<file path="config.mk">
export PLATFORM = sky130hd
export DESIGN_NAME = srt_status_two
export DESIGN_NICKNAME = d
export VERILOG_FILES = /design/src/srt_pkg.sv /design/src/srt_mon_if.sv /design/src/srt_line_monitor.sv /design/src/srt_status_two.sv
export SDC_FILE = /design/constraint.sdc
export NUM_CORES = 1
export LEC_CHECK = 0
export BUFFER_PORTS_ARGS = -buffer_cell sky130_fd_sc_hd__clkbuf_2
export CORE_MARGIN = 2
export CORE_UTILIZATION = 60
export DETAILED_ROUTE_END_ITERATION = 10
export GPL_TIMING_DRIVEN = 0
export PLACE_DENSITY_LB_ADDON = 0.3
export SETUP_SLACK_MARGIN = 0.05
export SYNTH_ARGS = -nofsm -noshare
export SYNTH_HDL_FRONTEND = slang
export SYNTH_HIERARCHICAL = 1
export SYNTH_SLANG_ARGS = --single-unit
</file>
<file path="constraint.sdc">
create_clock -name i_core_clk -period 3 [get_ports i_core_clk]
set_input_delay 0.3 -clock i_core_clk [delete_from_list [all_inputs] [get_ports i_core_clk]]
set_output_delay 0.3 -clock i_core_clk [all_outputs]
set_load 0.02 [all_outputs]
</file>
<file path="src/srt_pkg.sv">
// constants, offsets and types shared by the second status register block
// assumes a 32-bit avalon-mm register bus with byte addresses
package srt_pkg;

	// register byte offsets
	localparam logic [7:0] REG_CTRL       = 8'h00;
	localparam logic [7:0] REG_OWN_ADDR   = 8'h04;
	localparam logic [7:0] REG_STATUS     = 8'h18;
	localparam logic [7:0] REG_IRQ_STATUS = 8'h20;
	localparam logic [7:0] REG_IRQ_MASK   = 8'h24;
	localparam logic [7:0] REG_WORD_MASK  = 8'hfc;

	localparam logic [15:0] STATUS_RESET = 16'h0000;

	// control register bits
	localparam int CTRL_ENABLE   = 0;
	localparam int CTRL_ARP      = 1;
	localparam int CTRL_HOST_SEL = 2;
	localparam int CTRL_PEC_EN   = 3;

	// own address register fields
	localparam int OWN_FIRST_OWN_ADDRESS_LSB = 0;
	localparam int OWN_SECOND_OWN_ADDRESS_LSB = 8;
	localparam int OWN_SECOND_OWN_ADDRESS_EN  = 15;

	// status register fields
	localparam int ST_MASTER  = 0;
	localparam int ST_BUSY    = 1;
	localparam int ST_DIR     = 2;
	localparam int ST_GCALL   = 4;
	localparam int ST_SMBDEF  = 5;
	localparam int ST_HOST    = 6;
	localparam int ST_DUAL    = 7;
	localparam int ST_PEC_LSB = 8;

	// interrupt status and mask bits
	localparam int IRQ_W     = 4;
	localparam int IRQ_ADDR  = 0;
	localparam int IRQ_STOP  = 1;
	localparam int IRQ_GCALL = 2;
	localparam int IRQ_ARB   = 3;

	// reserved slave addresses and the packet check polynomial
	localparam logic [7:0] GCALL_BYTE       = 8'h00;
	localparam logic [6:0] SMB_DEFAULT_ADDR = 7'h61;
	localparam logic [6:0] SMB_HOST_ADDR    = 7'h08;
	localparam logic [7:0] CRC_POLY         = 8'h07;

	localparam logic [1:0] SYNC_IDLE  = 2'b11;
	localparam logic [3:0] BIT_LAST   = 4'd7;
	localparam logic [3:0] BIT_ACK    = 4'd8;

	typedef enum logic [2:0] {
		MON_IDLE = 3'b001,
		MON_ADDR = 3'b010,
		MON_DATA = 3'b100
	} srt_mon_e;

endpackage : srt_pkg

</file>
<file path="src/srt_mon_if.sv">
// carrier between the line monitor and the status register core
// assumes scl and sda are already synchronised to the core clock
`timescale 1ns/1ps
`default_nettype none
interface srt_mon_if;
	logic       scl;
	logic       sda;
	logic       start;
	logic       rstart;
	logic       stop;
	logic       addr_valid;
	logic [7:0] addr_byte;
	logic [7:0] crc;

	modport mon (
		input  scl, sda,
		output start, rstart, stop, addr_valid, addr_byte, crc
	);
	modport core (
		output scl, sda,
		input  start, rstart, stop, addr_valid, addr_byte, crc
	);
endinterface : srt_mon_if
`default_nettype wire

</file>
<file path="src/srt_line_monitor.sv">
// two-wire line monitor: start, stop, address byte and running crc-8
// assumes synchronised lines; start, rstart, stop and addr_valid are one-cycle registered pulses
`timescale 1ns/1ps
`default_nettype none
module srt_line_monitor (
	input  wire logic i_core_clk, // core clock
	input  wire logic i_rst,      // async reset, active high
	srt_mon_if.mon    bus         // lines in, events out
);
	typedef struct packed {
		srt_pkg::srt_mon_e st;
		logic              scl_q;
		logic              sda_q;
		logic [3:0]        bitcnt;
		logic [7:0]        shreg;
		logic [7:0]        crc;
		logic              start;
		logic              rstart;
		logic              stop;
		logic              addr_valid;
		logic [7:0]        addr_byte;
	} srt_mon_s;

	srt_mon_s r;
	srt_mon_s n;

	function automatic logic [7:0] crc8(input logic [7:0] c_in,
		input logic [7:0] d);
		logic [7:0] c;
		c = c_in;
		for (int i = 7; i >= 0; i--) begin
			c = {c[6:0], 1'b0} ^ ((c[7] ^ d[i]) ? srt_pkg::CRC_POLY : 8'h00);
		end
		return c;
	endfunction : crc8

	always_comb begin
		n = r;
		n.scl_q = bus.scl;
		n.sda_q = bus.sda;
		n.start = 1'b0;
		n.rstart = 1'b0;
		n.stop = 1'b0;
		n.addr_valid = 1'b0;
		if (r.scl_q && bus.scl && r.sda_q && !bus.sda) begin
			n.start = 1'b1;
			n.rstart = (r.st != srt_pkg::MON_IDLE);
			n.st = srt_pkg::MON_ADDR;
			n.bitcnt = 4'h0;
		end else if (r.scl_q && bus.scl && !r.sda_q && bus.sda) begin
			// crc restarts per message, kept across repeated starts
			n.stop = 1'b1;
			n.st = srt_pkg::MON_IDLE;
			n.crc = 8'h00;
		end else if (!r.scl_q && bus.scl && r.st != srt_pkg::MON_IDLE) begin
			if (r.bitcnt == srt_pkg::BIT_ACK) begin
				n.bitcnt = 4'h0;
			end else begin
				n.shreg = {r.shreg[6:0], bus.sda};
				n.bitcnt = 4'(r.bitcnt + 4'h1);
				if (r.bitcnt == srt_pkg::BIT_LAST) begin
					n.crc = crc8(r.crc, {r.shreg[6:0], bus.sda});
					if (r.st == srt_pkg::MON_ADDR) begin
						n.addr_valid = 1'b1;
						n.addr_byte = {r.shreg[6:0], bus.sda};
						n.st = srt_pkg::MON_DATA;
					end
				end
			end
		end
	end

	always_ff @(posedge i_core_clk or posedge i_rst) begin
		if (i_rst) begin
			r <= '{st: srt_pkg::MON_IDLE, scl_q: 1'b1, sda_q: 1'b1,
				default: '0};
		end else begin
			r <= n;
		end
	end

	assign bus.start = r.start;
	assign bus.rstart = r.rstart;
	assign bus.stop = r.stop;
	assign bus.addr_valid = r.addr_valid;
	assign bus.addr_byte = r.addr_byte;
	assign bus.crc = r.crc;
endmodule : srt_line_monitor
`default_nettype wire

</file>
<file path="src/srt_status_two.sv">
// second status register of a two-wire controller with avalon-mm access
// assumes scl/sda come from pins; master_go and arb_lost from core logic
//
// The Avalon-MM register port was left to the implementer.
`timescale 1ns/1ps
`default_nettype none
// What this block does
// - status register resets to zero and reads at byte offset 0x18.
// - bit 0 reads one in master role, set when master operation starts.
// - master bit clears on stop, arbitration loss or peripheral disabled.
// - bit 1 sets while either line is low, clears after stop.
// - bit 2 follows the read/write bit: one when transmitting.
// - direction bit clears on stop, repeated start, arbitration loss, disable.
// - slave broadcast address hit sets bit 4; stop, restart, disable clear.
// - slave smbus default address hit with resolution sets bit 5.
// - slave smbus host header hit with resolution and host type sets bit 6.
// - bit 7 tells which own address matched, first zero second one.
// - with packet check enabled, bits 15:8 show the running check byte.
module srt_status_two #(
	parameter int ADDR_W = 8 // avalon byte address width
) (
	input  wire logic              i_core_clk,    // core clock, 200 mhz
	input  wire logic              i_rst,         // async reset, high
	input  wire logic [ADDR_W-1:0] i_address,     // avalon byte address
	input  wire logic              i_read,        // avalon read
	input  wire logic              i_write,       // avalon write
	input  wire logic [31:0]       i_writedata,   // avalon write data
	input  wire logic [3:0]        i_byteenable,  // avalon byte lanes
	output logic      [31:0]       o_readdata,    // avalon read data
	output logic                   o_waitrequest, // avalon wait
	input  wire logic              i_scl,         // clock line level
	input  wire logic              i_sda,         // data line level
	input  wire logic              i_master_go,   // master start pulse
	input  wire logic              i_arb_lost,    // arbitration lost pulse
	output logic                   o_irq          // level interrupt
);
	generate
		if (ADDR_W < 8) begin : g_bad_width
			$error("ADDR_W must be at least 8");
		end
	endgenerate

	typedef struct packed {
		logic [1:0]              scl_sync;
		logic [1:0]              sda_sync;
		logic                    en;
		logic                    arp;
		logic                    host_sel;
		logic                    pec_en;
		logic [6:0]              first_own_address;
		logic [6:0]              second_own_address;
		logic                    second_own_address_en;
		logic                    master;
		logic                    busy;
		logic                    dir;
		logic                    gcall;
		logic                    smbdef;
		logic                    host_hit;
		logic                    dual;
		logic [srt_pkg::IRQ_W-1:0] irq_st;
		logic [srt_pkg::IRQ_W-1:0] irq_mask;
		logic                    irq;
		logic                    waitreq;
		logic [31:0]             rdata;
	} srt_core_s;

	srt_core_s r;
	srt_core_s n;

	srt_mon_if mon_if ();

	srt_line_monitor u_mon (
		.i_core_clk (i_core_clk),
		.i_rst      (i_rst),
		.bus        (mon_if.mon)
	);

	// only the second flop of each synchroniser feeds the line monitor and the busy logic
	assign mon_if.scl = r.scl_sync[1];
	assign mon_if.sda = r.sda_sync[1];

	function automatic logic [15:0] status_word(input srt_core_s s,
		input logic [7:0] crc);
		logic [15:0] w;
		w = srt_pkg::STATUS_RESET;
		w[srt_pkg::ST_MASTER] = s.master;
		w[srt_pkg::ST_BUSY] = s.busy;
		w[srt_pkg::ST_DIR] = s.dir;
		w[srt_pkg::ST_GCALL] = s.gcall;
		w[srt_pkg::ST_SMBDEF] = s.smbdef;
		w[srt_pkg::ST_HOST] = s.host_hit;
		w[srt_pkg::ST_DUAL] = s.dual;
		w[srt_pkg::ST_PEC_LSB +: 8] = s.pec_en ? crc : 8'h00;
		return w;
	endfunction : status_word

	logic [7:0] word_addr;
	logic [6:0] rx_addr;
	logic       rx_rw;
	logic       hit1;
	logic       hit2;
	logic       hit_gc;
	logic       hit_def;
	logic       hit_host;
	logic       slave_hit;
	logic       flag_clr;
	logic [srt_pkg::IRQ_W-1:0] ev;
	logic [srt_pkg::IRQ_W-1:0] w1c;

	always_comb begin
		word_addr = i_address[7:0] & srt_pkg::REG_WORD_MASK;
		rx_addr = mon_if.addr_byte[7:1];
		rx_rw = mon_if.addr_byte[0];
		hit1 = (rx_addr == r.first_own_address);
		hit2 = r.second_own_address_en && (rx_addr == r.second_own_address);
		hit_gc = (mon_if.addr_byte == srt_pkg::GCALL_BYTE);
		hit_def = r.arp && (rx_addr == srt_pkg::SMB_DEFAULT_ADDR);
		hit_host = r.arp && r.host_sel && (rx_addr == srt_pkg::SMB_HOST_ADDR);
		slave_hit = mon_if.addr_valid && !r.master && r.en;
		flag_clr = mon_if.stop || mon_if.rstart || !r.en;
		ev = '0;
		ev[srt_pkg::IRQ_ADDR] = slave_hit &&
			(hit1 || hit2 || hit_gc || hit_def || hit_host);
		ev[srt_pkg::IRQ_STOP] = mon_if.stop;
		ev[srt_pkg::IRQ_GCALL] = slave_hit && hit_gc;
		ev[srt_pkg::IRQ_ARB] = i_arb_lost && r.master;
		w1c = '0;

		n = r;
		n.scl_sync = {r.scl_sync[0], i_scl};
		n.sda_sync = {r.sda_sync[0], i_sda};

		if (mon_if.stop) begin
			n.busy = 1'b0;
		end else if (!r.scl_sync[1] || !r.sda_sync[1]) begin
			n.busy = 1'b1;
		end

		// a start pulse beats a stop seen in the same cycle
		if (!r.en || i_arb_lost) begin
			n.master = 1'b0;
		end else if (i_master_go) begin
			n.master = 1'b1;
		end else if (mon_if.stop) begin
			n.master = 1'b0;
		end

		if (flag_clr || i_arb_lost) begin
			n.dir = 1'b0;
		end else if (mon_if.addr_valid && r.master) begin
			n.dir = !rx_rw;
		end else if (slave_hit && (hit1 || hit2 || hit_gc || hit_def ||
			hit_host)) begin
			n.dir = rx_rw;
		end

		if (flag_clr) begin
			n.gcall = 1'b0;
			n.smbdef = 1'b0;
			n.host_hit = 1'b0;
			n.dual = 1'b0;
		end else if (slave_hit) begin
			n.gcall = r.gcall || hit_gc;
			n.smbdef = r.smbdef || hit_def;
			n.host_hit = r.host_hit || hit_host;
			if (hit2) begin
				n.dual = 1'b1;
			end else if (hit1) begin
				n.dual = 1'b0;
			end
		end

		// one wait cycle, then the answer cycle with waitrequest low
		if (r.waitreq) begin
			if (i_read || i_write) begin
				n.waitreq = 1'b0;
				n.rdata = 32'h0000_0000;
				case (word_addr)
					srt_pkg::REG_CTRL: begin
						n.rdata[srt_pkg::CTRL_ENABLE] = r.en;
						n.rdata[srt_pkg::CTRL_ARP] = r.arp;
						n.rdata[srt_pkg::CTRL_HOST_SEL] = r.host_sel;
						n.rdata[srt_pkg::CTRL_PEC_EN] = r.pec_en;
					end
					srt_pkg::REG_OWN_ADDR: begin
						n.rdata[srt_pkg::OWN_FIRST_OWN_ADDRESS_LSB +: 7] = r.first_own_address;
						n.rdata[srt_pkg::OWN_SECOND_OWN_ADDRESS_LSB +: 7] = r.second_own_address;
						n.rdata[srt_pkg::OWN_SECOND_OWN_ADDRESS_EN] = r.second_own_address_en;
					end
					srt_pkg::REG_STATUS: begin
						n.rdata[15:0] = status_word(r, mon_if.crc);
					end
					srt_pkg::REG_IRQ_STATUS: begin
						n.rdata[srt_pkg::IRQ_W-1:0] = r.irq_st;
					end
					srt_pkg::REG_IRQ_MASK: begin
						n.rdata[srt_pkg::IRQ_W-1:0] = r.irq_mask;
					end
					default: begin
						n.rdata = 32'h0000_0000;
					end
				endcase
			end
		end else begin
			n.waitreq = 1'b1;
			if (i_write) begin
				case (word_addr)
					srt_pkg::REG_CTRL: begin
						if (i_byteenable[0]) begin
							n.en = i_writedata[srt_pkg::CTRL_ENABLE];
							n.arp = i_writedata[srt_pkg::CTRL_ARP];
							n.host_sel = i_writedata[srt_pkg::CTRL_HOST_SEL];
							n.pec_en = i_writedata[srt_pkg::CTRL_PEC_EN];
						end
					end
					srt_pkg::REG_OWN_ADDR: begin
						if (i_byteenable[0]) begin
							n.first_own_address = i_writedata[srt_pkg::OWN_FIRST_OWN_ADDRESS_LSB +: 7];
						end
						if (i_byteenable[1]) begin
							n.second_own_address = i_writedata[srt_pkg::OWN_SECOND_OWN_ADDRESS_LSB +: 7];
							n.second_own_address_en = i_writedata[srt_pkg::OWN_SECOND_OWN_ADDRESS_EN];
						end
					end
					srt_pkg::REG_IRQ_STATUS: begin
						if (i_byteenable[0]) begin
							w1c = i_writedata[srt_pkg::IRQ_W-1:0];
						end
					end
					srt_pkg::REG_IRQ_MASK: begin
						if (i_byteenable[0]) begin
							n.irq_mask = i_writedata[srt_pkg::IRQ_W-1:0];
						end
					end
					default: begin
						// status and unmapped words ignore writes
						n.rdata = r.rdata;
					end
				endcase
			end
		end

		// a new event in the clearing cycle stays set
		n.irq_st = (r.irq_st & ~w1c) | ev;
		n.irq = |(n.irq_st & n.irq_mask);
	end

	always_ff @(posedge i_core_clk or posedge i_rst) begin
		if (i_rst) begin
			r <= '{scl_sync: srt_pkg::SYNC_IDLE, sda_sync: srt_pkg::SYNC_IDLE,
				waitreq: 1'b1, default: '0};
		end else begin
			r <= n;
		end
	end

	assign o_readdata = r.rdata;
	assign o_waitrequest = r.waitreq;
	assign o_irq = r.irq;
endmodule : srt_status_two
`default_nettype wire

</file>
Word level (Yosys, flattened, before mapping):

Cells that the tools add are included.

* register bits after elaboration: 92
* output and inout port bits: 34
* input bits: 52
* logic and storage cells: 188

* reduce and logical (&&, ||, !) cells: 61
* add/sub/neg operators: 1
* equality and inequality tests: 15
* muxes and demuxes: 56
* bitwise gates (word level): 24

Operators with widths (count)
* two-way mux 33 bit: 2
* bitwise XOR 8 bit: 8
* two-way mux 4 bit: 12
* two-way mux 9 bit: 5
* two-way mux 3 bit: 14
* two-way mux 8 bit: 3
* AND reduction 4 bit: 6
* two-way mux 20 bit: 1
* one-hot mux 4 bit (5 select lines): 1
* nonzero test 3 bit: 6
* logical AND 1 bit: 17
* zero test 8 bit: 2
* two-way mux 16 bit: 1
* one-hot mux 8 bit (2 select lines): 1
* == test 7 bit: 2
* logical OR 1 bit: 13
* two-way mux 1 bit: 13
* == test 6 x 4 -> 1 bit, second input constant: 2
* two-way mux 12 bit: 1
* two-way mux 10 bit: 1
* nonzero test 2 bit: 5
* AND 4 bit: 2
* bitwise XOR 1 bit: 8
* == test 7 x 4 -> 1 bit, second input constant: 1
* 17 further kinds: 30

Depth between registers and ports, before layout:

* depth after elaboration: 29
* mapped depth: 7
* gate-level depth less buffers: 6

Hierarchy:

The synthesis kept the hierarchy.

Modules (own cells, without submodules)
* srt_status_two: cells an instance 265, times used 1, area an instance 2872.8 sq um, seq. area each 1407.6 sq um
* srt_line_monitor: cells an instance 152, times used 1, area an instance 1873.0 sq um, seq. area each 904.6 sq um

Worst setup path before layout:

OpenSTA, ideal clock, no wires.

* path type: input-to-reg
* start: in i_address[3]
* end: reg r, in the netlist o_irq
* buffers on the path: 0
* arrival time: 1.996 ns
* setup time: 0.126 ns
* slack: 0.878 ns
* stages on the path: 5
* required time: 2.874 ns
* cells stage by stage: or4_4 nor3_2 mux2_2 a32o_1 a221o_1

RTL lines
* from (decl): RTL line srt_status_two.sv:24 `input wire logic [ADDR_W-1:0] i_address,`
* to (signal assigned): RTL line srt_status_two.sv:250 `r <= '{scl_sync: srt_pkg::SYNC_IDLE, sda_sync: srt_pkg::SYNC_IDLE,`
* to (signal assigned): RTL line srt_status_two.sv:253 `r <= n;`
* to (decl): RTL line srt_status_two.sv:67 `srt_core_s r;`

==> flow_summary.yaml <==
status:
  status: "complete, no violations"
placement:
  place_hpwl_um: 6950
  portBuffers: 48
  place.gp.congestion: 0.855
  placedInstanceArea_mm2: 0.00516
clock_network:
  cts_resized: 0
  numCtsBuffers: 9
  cts_tree: "done"
  clk_path_buf_depth: 2
  cts.sinks: 91
  clock_latency_ns: 0.35
  htree_num_levels: 3
  path_clk_slew_ns: 0.09
  cts-root-buf: "clkbuf_8"
min_path:
  hold_class: "input port to flop"
sta:
  tightest_slew_ns: 0.807
  rsz0062_at_grt: "no"
  slew_headroom: 0.458
  finalSetupViolations: 0
  drv_slew: 0
  fin_setup_tns_ns: 0
  fin_worst_skew_ns: 0.00817
  finalCritPeriodShare: 0.707
  hold_viol_final: 0
  fmax_mhz: 471
  min_period_ns: 2.12
power_and_ir_drop:
  power.switching_mw: 0.973
  clkPwrFrac: 0.222
  power.leakage_nw: 2.62
  p_int_mw: 2.19
  power_frac_seq: 0.485
  powerDensity_mw_per_mm2: 591
  pwr-share-comb: 0.293
  swShare: 0.308
  ir_worst_vdd_uv: 502
setup_path:
  required_ns: 3.24
  cp-start-kind: "flop"
  cp.arrival_ns: 2.36
  path_delay_family: "simple AND/OR/NAND/NOR gates"
  path_max_fanout: 4
  path_class: "flop to flop"
  end_kind: "flop"
  crit_slowest_cell: "nor3_2"
  critPathMaxStageDelay_ns: 0.42
  path_cells: "nand3b_1 -> nor3_2 -> mux2_2 -> a32o_1 -> a221o_1"
  crit_buf_inv: 0
floorplan:
  die_h_um: 92.7
  die-area_mm2: 0.00859
  top_level_ports: 86
  core-area_mm2: 0.00769
  start_util: 0.614
  die_w_um: 92.7
  rows: 32
yosys:
  synth_cells: 416
  avgSynthCellArea_um2: 11.3
  syn-cell-area_mm2: 0.00472
  yosysWarnings: 6
routing:
  drtIter0Drc: 169
  drt-vias-per-instance: 5.49
  ant_nets: 0
  num_vias: 3299
  dr.pass1.iters: 4
  drt-total-wl_um: 9140
  drc: 0
  wl_per_cell_um: 15.2
global_routing:
  grt_first_pass_wirelength_um: 15400
  track_usage: 0.230
  grt_max_degree: 46
  overflow: 0
  grt_pass1_vias: 3258
  antenna_found_initial: 0
layout:
  fillers: 577
  layout-drive-gt1-share: 0.367
  postLayoutCellArea_mm2: 0.00536
  fin_nets: 548
  diodes: 0
  area_growth_syn_to_layout_pct: 13.5
job:
  maxCapViolations: 0
-- power groups by stage --
| stage | clock network (mW) | registers, mW | logic, mW |
|---|---|---|---|
| 2_1_floorplan | 0 | 1.50 | 0.786 |
| 3_3_place_gp | 0 | 1.55 | 0.888 |
| 3_5_place_dp | 0 | 1.56 | 0.923 |
| 4_1_cts | 0.729 | 1.53 | 0.934 |
| 5_1_grt | 0.780 | 1.55 | 1.02 |
| 6_report | 0.702 | 1.53 | 0.928 |
-- state kept, by name, summed over array words and instances (netlist names) --
name and count:
u_mon/bus.crc 8, u_mon/bus.rstart 1, o_readdata 16, n 2, o_waitrequest 1, o_irq 1
u_mon/bus.addr_byte 8, u_mon/bus.addr_valid 1, u_mon/r 16, mon_if.scl 1, r 34, mon_if.sda 1
u_mon/bus.stop 1
-- final timing paths --
kind | start | slack, ns | end | cells past startpoint
min in group asynchronous | i_rst | 0.44 | r[39]$_DFF_PP0_ | 3
worst min register to register | n[71]$_DFF_PP1_ | 0.36 | mon_if.scl$_DFF_PP1_ | 0
worst max-delay path | o_waitrequest$_DFF_PP1_ | 0.88 | o_irq$_DFF_PP0_ | 5
worst min-delay path | i_writedata[10] | 0.17 | r[52]$_DFFE_PP0P_ | 2
max in group asynchronous | i_rst | 1.93 | u_mon/bus.crc[2]$_DFFE_PP0P_ | 3
worst max register to register | o_waitrequest$_DFF_PP1_ | 0.88 | o_irq$_DFF_PP0_ | 5
-- cells in the final DEF, fill, tap and decap left out, types with 5 or more instances in the layout --
master / instances
xnor2_1: 21
mux2_2: 38
a22oi_1: 12
clkbuf_8: 10
buf_4: 49
conb_1: 16
nor2_1: 11
inv_1: 9
dfstp_2: 8
dfrtp_1: 83
or3_1: 8
clkbuf_2: 48
o21ai_0: 26
a21oi_1: 5
mux2i_1: 5
xor2_1: 6
nand2_1: 29
xnor3_1: 5
clkbuf_1: 7
nand3_1: 18
-- timing repair --
item | 4_1_cts | 5_1_grt
hold buffers | 1 | 2
buffers inserted | 0 | 0
endpoints found under the hold margin | 8 | 2
-- through the flow --
stage | setup slack [ns] | hold slack [ns] | total power [mW] | std cells | utilization
after floorplan | 0.878 | 0.304 | 2.29 | 431 | -
after global placement | 0.664 | 0.347 | 2.44 | 581 | 0.669
after detailed placement | 0.643 | 0.257 | 2.48 | 582 | 0.672
after CTS | 0.865 | 0.000261 | 3.19 | 599 | 0.694
after global routing | 0.698 | 0.164 | 3.36 | 601 | 0.697
final | 0.879 | 0.173 | 3.16 | 601 | 0.697
-- metal layers --
| layer | global-route usage | part of all wire |
|---|---|---|
| met2 | 0.396 | 0.51 |
| met3 | 0.0513 | 0.053 |
| met5 | 0 | 0 |
| met1 | 0.295 | 0.42 |
| met4 | 0.0625 | 0.016 |
-- cell type report --
| cell class | instances | area [um2] | area share |
|---|---|---|---|
| flip-flops and latches | 91 | 2290 | 0.427 |
| multi-input cells | 270 | 2030 | 0.379 |
| plain buffers | 59 | 420 | 0.0785 |
| repair buffers | 52 | 290 | 0.0542 |
| clock buffers | 11 | 131 | 0.0245 |
| well taps | 102 | 128 | 0.0238 |
| inverters | 11 | 41.3 | 0.00771 |
| clock inverters | 5 | 30.0 | 0.00561 |
Power figures use the tool's default switching activity.
